**src/rses_pkg.sv**
```systemverilog
// Purpose: Shared constants and types for the rename stall event selector.
// Assumes: One core clock; event number and mask are static while counting.
// Notes:   Mask 0FH is the aggregate mask for both event groups.
package rses_pkg;
   // =========================================================================
   // Event numbers and masks
   // =========================================================================
   localparam logic [7:0] EVT_ALIAS     = 8'hD2;  // Alias stage stall group.
   localparam logic [7:0] EVT_SEG       = 8'hD4;  // Segment rename stall group.
   localparam logic [7:0] MSK_ROB_PORT  = 8'h01;  // Reorder read port stall.
   localparam logic [7:0] MSK_PARTIAL   = 8'h02;  // Partial register stall.
   localparam logic [7:0] MSK_FLAGS     = 8'h04;  // Flag stall.
   localparam logic [7:0] MSK_FP_STATUS = 8'h08;  // Status word write.
   localparam logic [7:0] MSK_ANY       = 8'h0F;  // Aggregate.
   localparam logic [7:0] MSK_SEG_ES    = 8'h01;  // ES segment.
   localparam logic [7:0] MSK_SEG_DS    = 8'h02;  // DS segment.
   localparam logic [7:0] MSK_SEG_FS    = 8'h04;  // FS segment.
   localparam logic [7:0] MSK_SEG_GS    = 8'h08;  // GS segment.
   localparam logic [1:0] FP_WRITE_INC  = 2'h2;   // Increment per status write.
   localparam logic [1:0] INC_ONE       = 2'h1;   // Increment per stall cycle.
   localparam logic [1:0] INC_NONE      = 2'h0;   // No increment.
   localparam logic [3:0] FLAGS_ALL     = 4'hF;   // Full set of flag groups.
   localparam logic [3:0] FLAGS_NONE    = 4'h0;   // Empty flag set.

   // =========================================================================
   // Types
   // =========================================================================
   // Programmed selection.
   typedef struct packed {
      logic [7:0] event_num;  // Event number.
      logic [7:0] unit_mask;  // Unit mask.
   } rses_select_t;

   // Per-cycle alias stage conditions.
   typedef struct packed {
      logic       reorder_read_port_stall;  // Read port stall this cycle.
      logic       partial_register_stall;   // Partial register stall.
      logic       other_flag_stall;         // Non-partial flag stall cause.
      logic       fp_status_write_event;    // Status word written.
      logic       flag_write_valid;         // An instruction wrote flags.
      logic [3:0] flag_write_set;           // Flag groups it wrote.
      logic       flag_read_valid;          // A flag reader arrives.
      logic [3:0] flag_read_set;            // Flag groups it reads.
   } rses_alias_t;

   // Per-segment rename view, one bit per ES, DS, FS, GS.
   typedef struct packed {
      logic [3:0] rename;  // Segment renamed this cycle.
      logic [3:0] retire;  // Renamed segment retires this cycle.
      logic [3:0] update;  // Update to segment requested this cycle.
   } rses_seg_t;

   // Decoded selector mode, one-hot.
   typedef enum logic [2:0] {
      SEL_IDLE  = 3'b001,
      SEL_ALIAS = 3'b010,
      SEL_SEG   = 3'b100
   } rses_mode_t;
endpackage

```
**src/rses_seg_track.sv**
```systemverilog
// Purpose: Tracks renamed-but-unretired segments and raises front-end stalls.
// Assumes: A retire refers to the single outstanding rename of that segment.
// Notes:   A stalled update must be held by the pipeline until released.
module rses_seg_track (
   input  wire logic               clk_in,      // Core clock.
   input  wire logic               sys_rst_in,  // Synchronous reset, high.
   input  wire rses_pkg::rses_seg_t seg_in,     // Segment rename view.
   output logic [3:0]              stall_out    // Per-segment stall.
);
   // =========================================================================
   // Pending rename tracking
   // =========================================================================
   logic [3:0] pend_r;    // Segment renamed and not yet retired.
   logic [3:0] pend_nxt;  // Next pending set.

   // A retire clears the pending bit; a new rename sets it and wins.
   assign pend_nxt  = (pend_r & ~seg_in.retire) | seg_in.rename;
   // Update to a pending segment stalls until the earlier value retires.
   assign stall_out = pend_r & ~seg_in.retire & seg_in.update;

   // Registers the pending set.
   always_ff @(posedge clk_in) begin
      if (sys_rst_in) begin
         pend_r <= 4'h0;
      end else begin
         pend_r <= pend_nxt;
      end
   end

   // A stalled segment stays pending into the next cycle, so a held update is stalled again.
   stall_pend_a: assert property (@(posedge clk_in) disable iff (sys_rst_in)
      stall_out != 4'h0 |=> (pend_r & $past(stall_out)) == $past(stall_out))
      else $error("Segment pending bit lost while stalled.");
endmodule

```
**src/rses_top.sv**
```systemverilog
// Purpose: Selects alias stage and segment rename stall events for counting.
// Assumes: Stall inputs are synchronous one-cycle conditions per core cycle.
// Notes:   Output increment is registered, one cycle after the condition.
module rses_top (
   input  wire logic                  clk_in,       // Core clock, 20 MHz.
   input  wire logic                  sys_rst_in,   // Synchronous reset, high.
   input  wire rses_pkg::rses_select_t sel_in,      // Event number and mask.
   input  wire rses_pkg::rses_alias_t alias_in,     // Alias stage conditions.
   input  wire rses_pkg::rses_seg_t   seg_in,       // Segment rename view.
   output logic [1:0]                 count_inc_out, // Counter increment.
   output logic                       supported_out, // Selection supported.
   output logic [3:0]                 seg_stall_out, // Front-end segment stall.
   output logic                       front_stall_out // Any front-end stall.
);
   // =========================================================================
   // Selection decode
   // =========================================================================
   rses_pkg::rses_mode_t mode_w;        // Decoded event group.
   logic [7:0]           msk_w;         // Selected mask.
   logic                 alias_ok_w;    // Alias mask is supported.
   logic                 seg_ok_w;      // Segment mask is supported.
   logic                 part_flag_w;   // Partial flag stall this cycle.
   logic                 flag_stall_w;  // Any flag stall cause.
   logic                 fp_stall_w;    // Status word write this cycle.
   logic                 alias_any_w;   // Aggregate alias stall.
   logic [3:0]           seg_stall_w;   // Per-segment rename stalls.
   logic [1:0]           alias_inc_w;   // Alias group increment.
   logic [1:0]           seg_inc_w;     // Segment group increment.
   logic [1:0]           inc_nxt;       // Next increment.
   logic [1:0]           inc_r;         // Registered increment.

   // Returns one if the mask is a single supported bit of the low nibble.
   function automatic logic one_hot_nib(input logic [7:0] m);
      one_hot_nib = (m == 8'h01) || (m == 8'h02) || (m == 8'h04) || (m == 8'h08);
   endfunction

   // Returns one increment when the condition holds, else none.
   function automatic logic [1:0] inc_of(input logic c);
      inc_of = c ? rses_pkg::INC_ONE : rses_pkg::INC_NONE;
   endfunction

   assign msk_w      = sel_in.unit_mask;
   assign alias_ok_w = one_hot_nib(msk_w) || (msk_w == rses_pkg::MSK_ANY);
   assign seg_ok_w   = one_hot_nib(msk_w) || (msk_w == rses_pkg::MSK_ANY);

   // Event group decode; any other combination falls to idle.
   always_comb begin
      mode_w = rses_pkg::SEL_IDLE;
      case (sel_in.event_num)
         rses_pkg::EVT_ALIAS: begin
            mode_w = alias_ok_w ? rses_pkg::SEL_ALIAS : rses_pkg::SEL_IDLE;
         end
         rses_pkg::EVT_SEG: begin
            mode_w = seg_ok_w ? rses_pkg::SEL_SEG : rses_pkg::SEL_IDLE;
         end
         default: begin
            mode_w = rses_pkg::SEL_IDLE;
         end
      endcase
   end

   // =========================================================================
   // Alias stage conditions
   // =========================================================================
   // Writer updated a strict subset; reader needs a flag the writer left alone.
   assign part_flag_w = alias_in.flag_write_valid && alias_in.flag_read_valid &&
                        (alias_in.flag_write_set != rses_pkg::FLAGS_ALL) &&
                        (alias_in.flag_write_set != rses_pkg::FLAGS_NONE) &&
                        ((alias_in.flag_read_set & ~alias_in.flag_write_set) != rses_pkg::FLAGS_NONE);
   assign flag_stall_w = part_flag_w || alias_in.other_flag_stall;
   assign fp_stall_w   = alias_in.fp_status_write_event;
   assign alias_any_w  = alias_in.reorder_read_port_stall || alias_in.partial_register_stall ||
                         flag_stall_w || fp_stall_w;

   // Alias group increment by mask.
   always_comb begin
      alias_inc_w = rses_pkg::INC_NONE;
      case (msk_w)
         rses_pkg::MSK_ROB_PORT: begin
            alias_inc_w = inc_of(alias_in.reorder_read_port_stall);
         end
         rses_pkg::MSK_PARTIAL: begin
            alias_inc_w = inc_of(alias_in.partial_register_stall);
         end
         rses_pkg::MSK_FLAGS: begin
            alias_inc_w = inc_of(flag_stall_w);
         end
         rses_pkg::MSK_FP_STATUS: begin
            alias_inc_w = fp_stall_w ? rses_pkg::FP_WRITE_INC : rses_pkg::INC_NONE;
         end
         rses_pkg::MSK_ANY: begin
            alias_inc_w = inc_of(alias_any_w);
         end
         default: begin
            alias_inc_w = rses_pkg::INC_NONE;
         end
      endcase
   end

   // =========================================================================
   // Segment rename stalls
   // =========================================================================
   // Tracks pending renames and produces per-segment stalls.
   rses_seg_track u_track (
      .clk_in     (clk_in),
      .sys_rst_in (sys_rst_in),
      .seg_in     (seg_in),
      .stall_out  (seg_stall_w)
   );

   // Segment group increment by mask.
   always_comb begin
      seg_inc_w = rses_pkg::INC_NONE;
      case (msk_w)
         rses_pkg::MSK_SEG_ES: begin
            seg_inc_w = inc_of(seg_stall_w[0]);
         end
         rses_pkg::MSK_SEG_DS: begin
            seg_inc_w = inc_of(seg_stall_w[1]);
         end
         rses_pkg::MSK_SEG_FS: begin
            seg_inc_w = inc_of(seg_stall_w[2]);
         end
         rses_pkg::MSK_SEG_GS: begin
            seg_inc_w = inc_of(seg_stall_w[3]);
         end
         rses_pkg::MSK_ANY: begin
            seg_inc_w = inc_of(seg_stall_w != 4'h0);
         end
         default: begin
            seg_inc_w = rses_pkg::INC_NONE;
         end
      endcase
   end

   // =========================================================================
   // Output selection and registers
   // =========================================================================
   assign inc_nxt = (mode_w == rses_pkg::SEL_ALIAS) ? alias_inc_w :
                    (mode_w == rses_pkg::SEL_SEG)   ? seg_inc_w : rses_pkg::INC_NONE;
   assign supported_out   = (mode_w != rses_pkg::SEL_IDLE);
   assign seg_stall_out   = seg_stall_w;
   assign front_stall_out = (seg_stall_w != 4'h0);
   assign count_inc_out   = inc_r;

   // Registers the increment; it follows the condition by one cycle.
   always_ff @(posedge clk_in) begin
      if (sys_rst_in) begin
         inc_r <= rses_pkg::INC_NONE;
      end else begin
         inc_r <= inc_nxt;
      end
   end

   // =========================================================================
   // Assertions
   // =========================================================================
   // Partial register selection counts exactly the stall cycles it saw.
   partial_reg_inc_a: assert property (@(posedge clk_in) disable iff (sys_rst_in)
      (sel_in.event_num == rses_pkg::EVT_ALIAS && sel_in.unit_mask == rses_pkg::MSK_PARTIAL) |->
      ##1 (count_inc_out ==
           ($past(alias_in.partial_register_stall) ? rses_pkg::INC_ONE : rses_pkg::INC_NONE)))
      else $error("Partial register increment wrong.");
   // A flag stall from another cause is counted under the flag mask.
   flag_stall_inc_a: assert property (@(posedge clk_in) disable iff (sys_rst_in)
      (sel_in.event_num == rses_pkg::EVT_ALIAS && sel_in.unit_mask == rses_pkg::MSK_FLAGS &&
       alias_in.other_flag_stall) |-> ##1 count_inc_out == rses_pkg::INC_ONE)
      else $error("Flag stall not counted.");
   // A write of every flag group can never leave a partial flag stall.
   full_flag_write_a: assert property (@(posedge clk_in) disable iff (sys_rst_in)
      (alias_in.flag_write_set == rses_pkg::FLAGS_ALL) |-> !part_flag_w)
      else $error("Partial flag stall on full flag write.");
   // Each status word write advances the count by two.
   fp_write_two_a: assert property (@(posedge clk_in) disable iff (sys_rst_in)
      (sel_in.event_num == rses_pkg::EVT_ALIAS && sel_in.unit_mask == rses_pkg::MSK_FP_STATUS &&
       alias_in.fp_status_write_event) |-> ##1 count_inc_out == rses_pkg::FP_WRITE_INC)
      else $error("Status word write not counted by two.");
   // The aggregate alias mask includes read port stalls.
   alias_any_inc_a: assert property (@(posedge clk_in) disable iff (sys_rst_in)
      (sel_in.event_num == rses_pkg::EVT_ALIAS && sel_in.unit_mask == rses_pkg::MSK_ANY &&
       alias_in.reorder_read_port_stall) |-> ##1 count_inc_out == rses_pkg::INC_ONE)
      else $error("Aggregate alias stall not counted.");
   // The FS mask follows the FS stall alone.
   seg_one_inc_a: assert property (@(posedge clk_in) disable iff (sys_rst_in)
      (sel_in.event_num == rses_pkg::EVT_SEG && sel_in.unit_mask == rses_pkg::MSK_SEG_FS) |->
      ##1 (count_inc_out == ($past(seg_stall_out[2]) ? rses_pkg::INC_ONE : rses_pkg::INC_NONE)))
      else $error("FS rename stall increment wrong.");
   // The aggregate segment mask counts any segment stall.
   seg_any_inc_a: assert property (@(posedge clk_in) disable iff (sys_rst_in)
      (sel_in.event_num == rses_pkg::EVT_SEG && sel_in.unit_mask == rses_pkg::MSK_ANY &&
       front_stall_out) |-> ##1 count_inc_out == rses_pkg::INC_ONE)
      else $error("Aggregate segment stall not counted.");
   // An update two cycles after an unretired ES rename is stalled.
   seg_hold_a: assert property (@(posedge clk_in) disable iff (sys_rst_in)
      (seg_in.rename[0] ##1 !seg_in.retire[0] ##1 (seg_in.update[0] && !seg_in.retire[0])) |->
      seg_stall_out[0])
      else $error("Update to unretired ES not stalled.");
   // A read port stall that repeats is counted on every retry cycle.
   rob_retry_a: assert property (@(posedge clk_in) disable iff (sys_rst_in)
      (sel_in.event_num == rses_pkg::EVT_ALIAS && sel_in.unit_mask == rses_pkg::MSK_ROB_PORT &&
       alias_in.reorder_read_port_stall)[*2] |-> ##1 count_inc_out == rses_pkg::INC_ONE)
      else $error("Read port retry stall not counted again.");
   // An unsupported selection never produces an increment.
   unsupported_a: assert property (@(posedge clk_in) disable iff (sys_rst_in)
      !supported_out |=> count_inc_out == rses_pkg::INC_NONE)
      else $error("Increment on unsupported selection.");

   // Main scenarios that the bench is expected to reach.
   fp_write_c: cover property (@(posedge clk_in) disable iff (sys_rst_in)
      count_inc_out == rses_pkg::FP_WRITE_INC);
   seg_stall_c: cover property (@(posedge clk_in) disable iff (sys_rst_in)
      front_stall_out && mode_w == rses_pkg::SEL_SEG);
   part_flag_c: cover property (@(posedge clk_in) disable iff (sys_rst_in) part_flag_w);
   seg_release_c: cover property (@(posedge clk_in) disable iff (sys_rst_in)
      seg_stall_out[0] ##1 !seg_stall_out[0]);
   unsupported_c: cover property (@(posedge clk_in) disable iff (sys_rst_in) !supported_out);
endmodule

```
**config.mk**
```make
export PLATFORM = sky130hd
export DESIGN_NAME = rses_top
export DESIGN_NICKNAME = d
export VERILOG_FILES = /design/src/rses_pkg.sv /design/src/rses_seg_track.sv /design/src/rses_top.sv
export SDC_FILE = /design/constraint.sdc
export NUM_CORES = 1
export LEC_CHECK = 0
export CAP_MARGIN = 20
export CORE_ASPECT_RATIO = 1.4
export CORE_MARGIN = 8
export CORE_UTILIZATION = 29
export DETAILED_ROUTE_END_ITERATION = 16
export DONT_BUFFER_PORTS = 1
export GPL_TIMING_DRIVEN = 0
export REMOVE_ABC_BUFFERS = 1
export SETUP_SLACK_MARGIN = 0.05
export SYNTH_ARGS = -nofsm -noshare
export SYNTH_HDL_FRONTEND = slang
export SYNTH_SLANG_ARGS = --single-unit
export TNS_END_PERCENT = 50
```
**constraint.sdc**
```tcl
create_clock -name clk_in -period 3.1 [get_ports clk_in]
set_clock_uncertainty 0.15 [all_clocks]
set_input_delay 0.155 -clock clk_in [delete_from_list [all_inputs] [get_ports clk_in]]
set_output_delay 0.155 -clock clk_in [all_outputs]
set_load 0.005 [all_outputs]
```
==> impl_summary.log, run 1 <==
INFO  metric pre_cts_ws = 1.32 ns
INFO  metric port_buffers = 0
INFO  metric worstSetupStartpointType = flip-flop
INFO  metric cp_slowest_cell = or4_1
INFO  metric total_leakage_power = 0.000278 uW
INFO  metric postSynth.topFlopCell = dfxtp_1
INFO  metric timing.setup.critical_path_class = flip-flop to flip-flop
INFO  metric htreeDepth = 1
INFO  metric wire_per_inst = 16.7 um
INFO  metric detail-route-antenna-nets = 0
INFO  metric worst_vdd_drop = 185 uV
INFO  metric numCtsBuffers = 3
INFO  metric crit_arrival = 2.33 ns
INFO  metric synth.lib_cells_used.distinct = 32
INFO  metric cts.sinks = 6
INFO  metric postCtsSetupRepairBufs = 0
INFO  metric setup_tns = 0 ns
INFO  metric max_slew.worst_pin.slew = 0.486 ns
INFO  metric height_of_the_die = 68.4 um
INFO  metric postCtsResizedCells = 0
INFO  metric finalHoldViolations = 0
INFO  metric clock_insertion_delay_worst_skew = 0.24 ns
INFO  metric grt_first_pass_wirelength = 2840 um
INFO  metric rsz0062_at_grt = no
INFO  metric timing.critical_path.required = 3.07 ns
INFO  metric layout_min_cycle_time = 2.36 ns
INFO  metric grt_pass1_vias = 651
INFO  metric fmaxAchievable = 424 MHz
INFO  metric clk_pin_slew = 0.05 ns
INFO  metric synthToLayoutAreaGrowth = 26.2%
INFO  metric setup_slack = 0.744 ns
INFO  metric critical_path.reg2reg.startpoint = u_track.pend_r[1]
INFO  metric die-width = 53.4 um
INFO  metric status = complete, no violations
INFO  metric synth.yosys.warnings = 0
INFO  metric drive_gt1_frac = 0.0795
INFO  metric fp.coreArea = 1900 um^2
INFO  metric yosys_register_bits = 6
INFO  metric power_per_cell_area = 268 nW/um^2
INFO  metric drv.max_cap_violation_count = 0
INFO  metric post_synth_instance_area = 568 um^2
INFO  metric cts_hold_buf = 12
INFO  metric drtPass1Iterations = 4
INFO  metric final-setup-viol-count = 0
INFO  metric max_fo_critical_path = 3
INFO  metric grt_start_max_net_pins = 13
INFO  metric placement_rows = 19
INFO  metric relSlewSlack = 0.673
INFO  metric maximum_buffer_depth_of_the_clock_tree = 2
INFO  metric vias_per_cell = 5.79
INFO  metric antenna_diode_count = 0
INFO  metric routed_wl = 1820 um
INFO  metric ys_async_rst_share = 0
INFO  metric synth_enable_flop_cells = 0
INFO  metric cp_num_buf_inv = 1
INFO  metric antenna_violations_before_repair = 0
INFO  metric final_max_slew_viol_count = 0
INFO  metric design.die.area = 3650 um^2
INFO  metric timing.critical_path.to_type = flip-flop
INFO  metric dr_total_vias = 631
INFO  metric global_route.usage.total = 0.100
INFO  metric synth.yosys.seq_area_share = 0.211
INFO  metric mostFrequentLayoutCell = dlygate4sd3_1
INFO  metric critical_path.max_stage_delay = 0.58 ns
INFO  metric start_util = 0.299
INFO  metric postSynthAreaPerCell = 7.38 um^2
INFO  metric fin_nets = 134
INFO  metric worst_path_dominant_cell_family = simple AND/OR/NAND/NOR gates
INFO  metric worstHoldStart = seg_in[0]
INFO  metric final_cell_mix = dlygate4sd3_1 (12), inv_1 (9), dfxtp_1 (6)
INFO  metric worstPathCellList = and3b_1 > or4_1 > nor2b_1 > o2111ai_1 > a21oi_1 > dlygate4sd3_1
INFO  metric gp_congestion = 0.750
INFO  metric final_global_route_overflow_total = 0
INFO  metric clock-root-buffer = clkbuf_4
INFO  metric tcrit_tclk_final = 0.760
INFO  metric kind_of_path_behind_the_tightest_hold_check = primary input to output port
INFO  metric syn-instance-count = 77
INFO  metric dp_hpwl = 1460 um
INFO  metric drt_iter0_markers = 3
INFO  metric drc_viols = 0
INFO  metric setup.worst_path.start = u_track.pend_r[1]
INFO  metric num_io_pins = 52
INFO  metric cts_tree = built
==> path summary, 6_finish.rpt <==
kind,endpoint,slack (ns),cells after the start
setup reg to reg,count_inc_out[0],0.74,6
setup / recovery,count_inc_out[0],0.74,6
hold reg to reg,u_track.pend_r[2],0.89,3
hold / removal,seg_stall_out[0],0.31,2
==> per-stage QoR <==
stage	hold slack (ns)	power, uW	utilization	instance area, um^2	cells
3_3_place_gp	0.0790	109	0.302	574	94
4_1_cts	0.314	195	0.377	717	109
2_1_floorplan	0.0753	106	-	548	73
3_5_place_dp	0.0787	110	0.302	574	94
5_1_grt	0.325	204	0.377	717	109
6_report	0.309	192	0.377	717	109
==> final cells by class <==
class | count | area [um^2]
Timing Repair Buffer | 12 | 120
Inverter | 10 | 37.5
Tap cell | 21 | 26.3
Sequential cell | 6 | 120
Clock buffer | 3 | 22.5
Multi-Input combinational cell | 57 | 390
Fill cell | 217 | 1180
==> Yosys cell counts, types with 2 or more instances <==
master / number / area share
a21oi_1: 5 / 0.044
and3b_1: 3 / 0.046
buf_2: 4 / 0.035
dfxtp_1: 6 / 0.21
inv_1: 9 / 0.059
nand2_1: 3 / 0.020
nand3_1: 2 / 0.018
nand4_1: 4 / 0.044
nor2_1: 5 / 0.033
nor2b_1: 5 / 0.055
nor4_2: 2 / 0.044
nor4b_1: 4 / 0.062
o211ai_1: 4 / 0.053
o21ai_0: 2 / 0.018
or4_1: 2 / 0.026
==> layer usage <==
| layer | wire length, um | share of wire | GRT usage |
|---|---|---|---|
| met4 | 12 | 0.0066 | 0.0380 |
| met3 | 343 | 0.19 | 0.0630 |
| met1 | 569 | 0.31 | 0.0953 |
| met2 | 897 | 0.49 | 0.171 |
| met5 | 0 | 0 | 0 |
==> logic make-up after synthesis <==
family	synth area share
AO/OA/AOI/OAI	0.225
flip-flops	0.211
buffers and inverters	0.101
AND/OR/NAND/NOR	0.432
XOR/XNOR	0.0308
==> report_power, final <==
| group | total (uW) | internal (uW) | switching (uW) |
|---|---|---|---|
| clock | 71.6 | 43.8 | 27.8 |
| sequential | 82.5 | 80.8 | 1.68 |
| combinational | 38.1 | 23.6 | 14.5 |
| total | 192 | 148 | 43.9 |
==> flip-flops by register name, summed over array words and instances (netlist names) <==
signal and cells:
count_inc_out 2, u_track.pend_r 4
No activity file was read; power rests on OpenSTA's default activity.
==> inputs of run 2 (changes only) <==
==> constraint.sdc (replaced) <==
create_clock -name clk_in -period 1.96 [get_ports clk_in]
set_clock_uncertainty 0.15 [all_clocks]
set_input_delay 0.098 -clock clk_in [delete_from_list [all_inputs] [get_ports clk_in]]
set_output_delay 0.098 -clock clk_in [all_outputs]
set_load 0.005 [all_outputs]
==> impl_summary.log, run 2 (synthesis gave the netlist of run 1 again) <==
INFO  metric crit_arrival = 1.77 ns (-0.56 ns)
INFO  metric timing.setup.critical_path_class = flip-flop to flip-flop
INFO  metric fmaxAchievable = 556 MHz (+31%)
INFO  metric mostFrequentLayoutCell = dlygate4sd3_1
INFO  metric power_per_cell_area = 419 nW/um^2 (+56%)
INFO  metric drtPass1Iterations = 3 (-1)
INFO  metric detailed_place.area = 574 um^2 (unchanged)
INFO  metric power.internal = 240 uW (+62%)
INFO  metric number_of_flip_flops_in_the_largest_register = 4 (unchanged)
INFO  metric postCtsSetupRepairBufs = 0 (unchanged)
INFO  metric timing.critical_path.to_type = flip-flop
INFO  metric worstHoldStart = sel_in[3]
INFO  metric cts.sinks = 6 (unchanged)
INFO  metric dr_total_vias = 627 (-0.63%)
INFO  metric clock-root-buffer = clkbuf_4
INFO  metric numCtsBuffers = 3 (unchanged)
INFO  metric power.share.sequential = 0.417 (-0.012)
INFO  metric filler_cell_count = 213 (-1.8%)
INFO  metric finalHoldViolations = 0 (unchanged)
INFO  metric dp_hpwl = 1460 um (unchanged)
INFO  metric design.die.area = 3650 um^2 (unchanged)
INFO  metric whs_path_depth = 3 (+1)
INFO  metric antenna_violations_before_repair = 0 (unchanged)
INFO  metric maximum_buffer_depth_of_the_clock_tree = 2 (unchanged)
INFO  metric layout_min_cycle_time = 1.80 ns (-0.557 ns)
INFO  metric max_fo_critical_path = 3 (unchanged)
INFO  metric critical_path.max_stage_delay = 0.58 ns (about the same)
INFO  metric routed_wl = 1910 um (+4.5%)
INFO  metric r2r_setup_slack = 0.16 ns (-0.58 ns)
INFO  metric htreeDepth = 1 (unchanged)
INFO  metric total_leakage_power = 0.000288 uW (+3.4%)
INFO  metric critical_path.reg2reg.startpoint = u_track.pend_r[1]
INFO  metric power.switching = 72.4 uW (+65%)
INFO  metric regArea = 120 um^2 (unchanged)
INFO  metric vias_per_cell = 5.60 (-3.3%)
INFO  metric postCtsResizedCells = 0 (unchanged)
INFO  metric cp_slowest_cell = or4_1
INFO  metric final-instance-count-excl-fill = 112 (+2.8%)
INFO  metric final_max_slew_viol_count = 0 (unchanged)
INFO  metric drc_viols = 0 (unchanged)
INFO  metric status = complete, no violations
INFO  metric multi_input_area = 390 um^2 (unchanged)
INFO  metric start_util = 0.299 (unchanged)
INFO  metric timing.critical_path.required = 1.93 ns (-1.14 ns)
INFO  metric relSlewSlack = 0.704 (+0.0308)
INFO  metric height_of_the_die = 68.4 um (unchanged)
INFO  metric grt_first_pass_wirelength = 2920 um (+2.9%)
INFO  metric clk_pin_slew = 0.05 ns (about the same)
INFO  metric max_slew.worst_pin.slew = 0.441 ns (-0.0458 ns)
INFO  metric grt_start_max_net_pins = 13 (unchanged)
INFO  metric drv.max_cap_violation_count = 0 (unchanged)
INFO  metric num_io_pins = 52 (unchanged)
INFO  metric rsz0062_at_grt = no
INFO  metric synthToLayoutAreaGrowth = 31.5%
INFO  metric fp.coreArea = 1900 um^2 (unchanged)
INFO  metric power.share.combinational = 0.221 (+0.023)
INFO  metric registers.top_by_ff_count = u_track.pend_r
INFO  metric dp_cells = 94 (unchanged)
INFO  metric cts_tree = built
INFO  metric global_route.usage.total = 0.105 (+0.00429)
INFO  metric tcrit_tclk_final = 0.918 (+0.158)
INFO  metric worstPathCellList = and3b_1 > or4_1 > nor2b_1 > o2111ai_1 > a21oi_1
INFO  metric grtUsageMet3 = 0.0652 (+0.00217)
INFO  metric wire_per_inst = 17.0 um (+1.7%)
INFO  metric grt_most_used_layer = met2
INFO  metric die-width = 53.4 um (unchanged)
INFO  metric clock_insertion_delay_worst_skew = 0.24 ns (about the same)
INFO  metric drive_gt1_frac = 0.0769 (-0.00262)
INFO  metric worst_hold_path.endpoint = count_inc_out[1]
INFO  metric detail-route-antenna-nets = 0 (unchanged)
INFO  metric final_cell_area = 747 um^2 (+4.2%)
INFO  metric r2r-end = count_inc_out[0]
INFO  metric worst_vdd_drop = 294 uV (+58%)
INFO  metric grt_pass1_vias = 652 (+0.15%)
INFO  metric setup_tns = 0 ns (unchanged)
INFO  metric final-setup-viol-count = 0 (unchanged)
INFO  metric globalRouteMet1Util = 0.108 (+0.0124)
INFO  metric worst-r2r-cell-count = 5 (-1)
INFO  metric final_cell_mix = dlygate4sd3_1 (15), inv_1 (9), dfxtp_1 (6)
INFO  metric fin_nets = 137 (+2.2%)
INFO  metric worstSetupStartpointType = flip-flop
INFO  metric pwr-share-clk = 0.362 (-0.010)
INFO  metric swShare = 0.231 (+0.00271)
INFO  metric port_buffers = 0 (unchanged)
INFO  metric placement_rows = 19 (unchanged)
INFO  metric antenna_diode_count = 0 (unchanged)
INFO  metric gr-usage-met2 = 0.169 (-0.00147)
INFO  metric gp_congestion = 0.750 (unchanged)
INFO  metric final_global_route_overflow_total = 0 (unchanged)
INFO  metric drt_iter0_markers = 8 (+5)
INFO  metric kind_of_path_behind_the_tightest_hold_check = primary input to flip-flop
## run 2: changes by cell type in the layout (fill, tap and decap cells not counted)
cell	before	now
dlygate4sd3_1	12	15
## run 2: power groups by stage
stage	clock [uW]	sequential (uW)	combinational, uW
4_1_cts	118	130	68.7
6_report	113	130	69.0
3_3_place_gp	0	132	39.8
3_5_place_dp	0	132	41.1
5_1_grt	124	131	76.3
2_1_floorplan	0	132	36.1
## run 2: repair_timing
item / 4_1_cts / 5_1_grt
hold endpoints to repair: 6 / 0
hold buffers: 15 / 0
endpoints found under the setup margin: 0 / 0
## run 2: area by class of cell
| type | count | area share |
|---|---|---|
| multi-input combinational | 57 | 0.523 |
| tap | 21 | 0.0352 |
| sequential | 6 | 0.161 |
| clock buffer | 3 | 0.0302 |
| timing repair buffer | 15 | 0.201 |
| inverter | 10 | 0.0503 |
## run 2: layer usage
metal / share of wire / up-vias
li1: - / 316
met4: 0.0063 / 0
met3: 0.17 / 2
met2: 0.46 / 35
met1: 0.36 / 274
met5: 0 / -
## run 2: worst max-delay path, delay by kind of cell (launching register included)
family / cells / cell delay (ns)
AOI/OAI and AO/OA: 2 / 0.27
DFF: 1 / 0.31
and+or+nand+nor: 3 / 0.95
## run 2: stage by stage
stage / worst slack [ns] / total power [uW] / util / hold slack [ns]
floorplan: 0.277 / 168 / - / 0.0183
global placement: 0.172 / 172 / 0.302 / 0.0220
detailed placement: 0.176 / 173 / 0.302 / 0.0217
CTS: 0.161 / 317 / 0.393 / 0.0155
global route: 0.104 / 331 / 0.393 / 0.0221
finish: 0.161 / 313 / 0.393 / 0.0236
## run 2: worst max-delay path by stage
stage	from	to	slack, ns	cells after the start
floorplan	u_track.pend_r[1]	count_inc_out[0]	0.28	5
global placement	u_track.pend_r[1]	count_inc_out[0]	0.17	5
detailed placement	u_track.pend_r[1]	count_inc_out[0]	0.18	5
CTS	u_track.pend_r[1]	count_inc_out[0]	0.16	5
global route	u_track.pend_r[1]	count_inc_out[0]	0.10	5
finish	u_track.pend_r[1]	count_inc_out[0]	0.16	5
==> inputs of run 3 (changes only) <==
--- a/config.mk
+++ b/config.mk
@@ -12,7 +12,6 @@
 export DETAILED_ROUTE_END_ITERATION = 16
 export DONT_BUFFER_PORTS = 1
 export GPL_TIMING_DRIVEN = 0
-export REMOVE_ABC_BUFFERS = 1
 export SETUP_SLACK_MARGIN = 0.05
 export SYNTH_ARGS = -nofsm -noshare
 export SYNTH_HDL_FRONTEND = slang
==> impl_summary.log, run 3 (synthesis gave the netlist of run 1 again) <==
INFO  metric kind_of_path_behind_the_tightest_hold_check = primary input to flip-flop
INFO  metric multi_input_area = 390 um^2 (unchanged)
INFO  metric max_fo_critical_path = 3 (unchanged)
INFO  metric tcrit_tclk_final = 0.922 (+0.00373)
INFO  metric final-setup-viol-count = 0 (unchanged)
INFO  metric worst_vdd_drop = 440 uV (+50%)
INFO  metric final_max_slew_viol_count = 0 (unchanged)
INFO  metric htreeDepth = 1 (unchanged)
INFO  metric power.share.sequential = 0.412 (-0.005)
INFO  metric final_global_route_overflow_total = 0 (unchanged)
INFO  metric antenna_violations_before_repair = 0 (unchanged)
INFO  metric detail-route-antenna-nets = 0 (unchanged)
INFO  metric drive_gt1_frac = 0.120 (+0.0426)
INFO  metric postCtsSetupRepairBufs = 0 (unchanged)
INFO  metric power.internal = 239 uW (-0.66%)
INFO  metric port_buffers = 0 (unchanged)
INFO  metric crit_arrival = 1.77 ns (about the same)
INFO  metric grt_pass1_vias = 684 (+4.9%)
INFO  metric grt_first_pass_wirelength = 2820 um (-3.3%)
INFO  metric p_total = 316 uW (+1.1%)
INFO  metric worstSetupStartpointType = flip-flop
INFO  metric timing.setup.critical_path_class = flip-flop to flip-flop
INFO  metric clock_insertion_delay_worst_skew = 0.24 ns (about the same)
INFO  metric final_cell_mix = dlygate4sd3_1 (12), inv_1 (9), dfxtp_1 (6)
INFO  metric power.switching = 77.5 uW (+7.1%)
INFO  metric max_slew.worst_pin.slew = 0.399 ns (-0.0412 ns)
INFO  metric routed_wl = 1860 um (-2.3%)
INFO  metric setup_tns = 0 ns (unchanged)
INFO  metric power.share.combinational = 0.241 (+0.020)
INFO  metric num_io_pins = 52 (unchanged)
INFO  metric critical_path.reg2reg.startpoint = u_track.pend_r[1]
INFO  metric drtPass1Iterations = 5 (+2)
INFO  metric number_of_flip_flops_in_the_largest_register = 4 (unchanged)
INFO  metric cts.sinks = 6 (unchanged)
INFO  metric rsz0062_at_grt = no
INFO  metric design.die.area = 3650 um^2 (unchanged)
INFO  metric pwr-share-clk = 0.347 (-0.015)
INFO  metric die-width = 53.4 um (unchanged)
INFO  metric synth_nets = 121
INFO  metric total_leakage_power = 0.000291 uW (+1.1%)
INFO  metric global_route.usage.total = 0.0961 (-0.00862)
INFO  metric synthToLayoutAreaGrowth = 29.7%
INFO  metric clock-root-buffer = clkbuf_4
INFO  metric timing.critical_path.to_type = flip-flop
INFO  metric timing.critical_path.required = 1.92 ns (about the same)
INFO  metric fmaxAchievable = 554 MHz (-0.41%)
INFO  metric mostFrequentLayoutCell = dlygate4sd3_1
INFO  metric drc_viols = 0 (unchanged)
INFO  metric fp.coreArea = 1900 um^2 (unchanged)
INFO  metric numCtsBuffers = 3 (unchanged)
INFO  metric power_per_cell_area = 429 nW/um^2 (+2.5%)
INFO  metric worstHoldStart = alias_in[11]
INFO  metric start_util = 0.299 (unchanged)
INFO  metric vias_per_cell = 5.79 (+3.4%)
INFO  metric fin_nets = 138 (+0.73%)
INFO  metric height_of_the_die = 68.4 um (unchanged)
INFO  metric drv.max_cap_violation_count = 0 (unchanged)
INFO  metric placement_rows = 19 (unchanged)
INFO  metric r2r_setup_slack = 0.15 ns (about the same)
INFO  metric worst-r2r-cell-count = 5 (unchanged)
INFO  metric worst_hold_path.endpoint = count_inc_out[0]
INFO  metric finalHoldViolations = 0 (unchanged)
INFO  metric whs_path_depth = 4 (+1)
INFO  metric clk_pin_slew = 0.05 ns (about the same)
INFO  metric wire_per_inst = 16.5 um (-3.1%)
INFO  metric dp_hpwl = 1510 um (+3.6%)
INFO  metric layout_min_cycle_time = 1.81 ns (+0.00732 ns)
INFO  metric relSlewSlack = 0.730 (+0.0262)
INFO  metric grt_start_max_net_pins = 11 (-2)
INFO  metric cts_tree = built
INFO  metric filler_cell_count = 200 (-6.1%)
INFO  metric gp_congestion = 0.786 (+4.8%)
INFO  metric dr_total_vias = 654 (+4.3%)
INFO  metric status = complete, no violations
INFO  metric antenna_diode_count = 0 (unchanged)
INFO  metric maximum_buffer_depth_of_the_clock_tree = 2 (unchanged)
INFO  metric r2r-end = count_inc_out[0]
INFO  metric swShare = 0.245 (+0.0136)
INFO  metric registers.top_by_ff_count = u_track.pend_r
INFO  metric drt_iter0_markers = 25 (+17)
INFO  metric regArea = 120 um^2 (unchanged)
## run 3: area by class of cell
| cell class | instances | share of cell area |
|---|---|---|
| repair buffers | 12 | 0.163 |
| flip-flops and latches | 6 | 0.163 |
| clock buffers | 3 | 0.0306 |
| plain buffers | 4 | 0.0272 |
| multi-input cells | 57 | 0.530 |
| well taps | 21 | 0.0357 |
| inverters | 10 | 0.0509 |
## run 3: how the worst max path moves through the flow
stage	slack, ns	to	cells past startpoint	from
after CTS	0.14	count_inc_out[0]	5	u_track.pend_r[1]
after floorplan	0.28	count_inc_out[0]	5	u_track.pend_r[1]
after global routing	0.07	count_inc_out[0]	5	u_track.pend_r[1]
final	0.15	count_inc_out[0]	5	u_track.pend_r[1]
after detailed placement	0.15	count_inc_out[0]	5	u_track.pend_r[1]
after global placement	0.17	count_inc_out[0]	5	u_track.pend_r[1]
## run 3: what timing repair did
action                    4_1_cts  5_1_grt
hold endpoints to repair        6        0
hold buffers                   12        0
gates resized for setup         0        0
## run 3: metal layers
layer | GRT usage | up-vias | share of wire
met2 | 0.172 | 36 | 0.51
li1 | - | 316 | -
met3 | 0.0500 | 0 | 0.16
met1 | 0.0939 | 302 | 0.32
met5 | 0 | - | 0
met4 | 0.0253 | 0 | 0
## run 3: worst max-delay path, cell delays in order (launching register included)
cell and delay, ns:
dfxtp_1 0.30, and3b_1 0.20, or4_1 0.59, nor2b_1 0.16
o2111ai_1 0.19, a21oi_1 0.09
## run 3: power groups by stage
stage	Sequential, uW	Combinational, uW	Clock [uW]
3_5_place_dp	132	53.7	0
6_report	130	76.2	110
3_3_place_gp	132	52.0	0
4_1_cts	130	76.0	114
2_1_floorplan	132	46.2	0
5_1_grt	131	85.4	119
## run 3: metrics by stage
stage / hold WS [ns] / setup slack, ns / util / cell area, um^2 / cells
6_report: 0.0827 / 0.153 / 0.388 / 737 / 113
3_5_place_dp: 0.0222 / 0.151 / 0.313 / 594 / 98
4_1_cts: 0.0760 / 0.140 / 0.388 / 737 / 113
5_1_grt: 0.126 / 0.0699 / 0.388 / 737 / 113
3_3_place_gp: 0.0221 / 0.167 / 0.313 / 594 / 98
2_1_floorplan: 0.0183 / 0.277 / - / 568 / 77
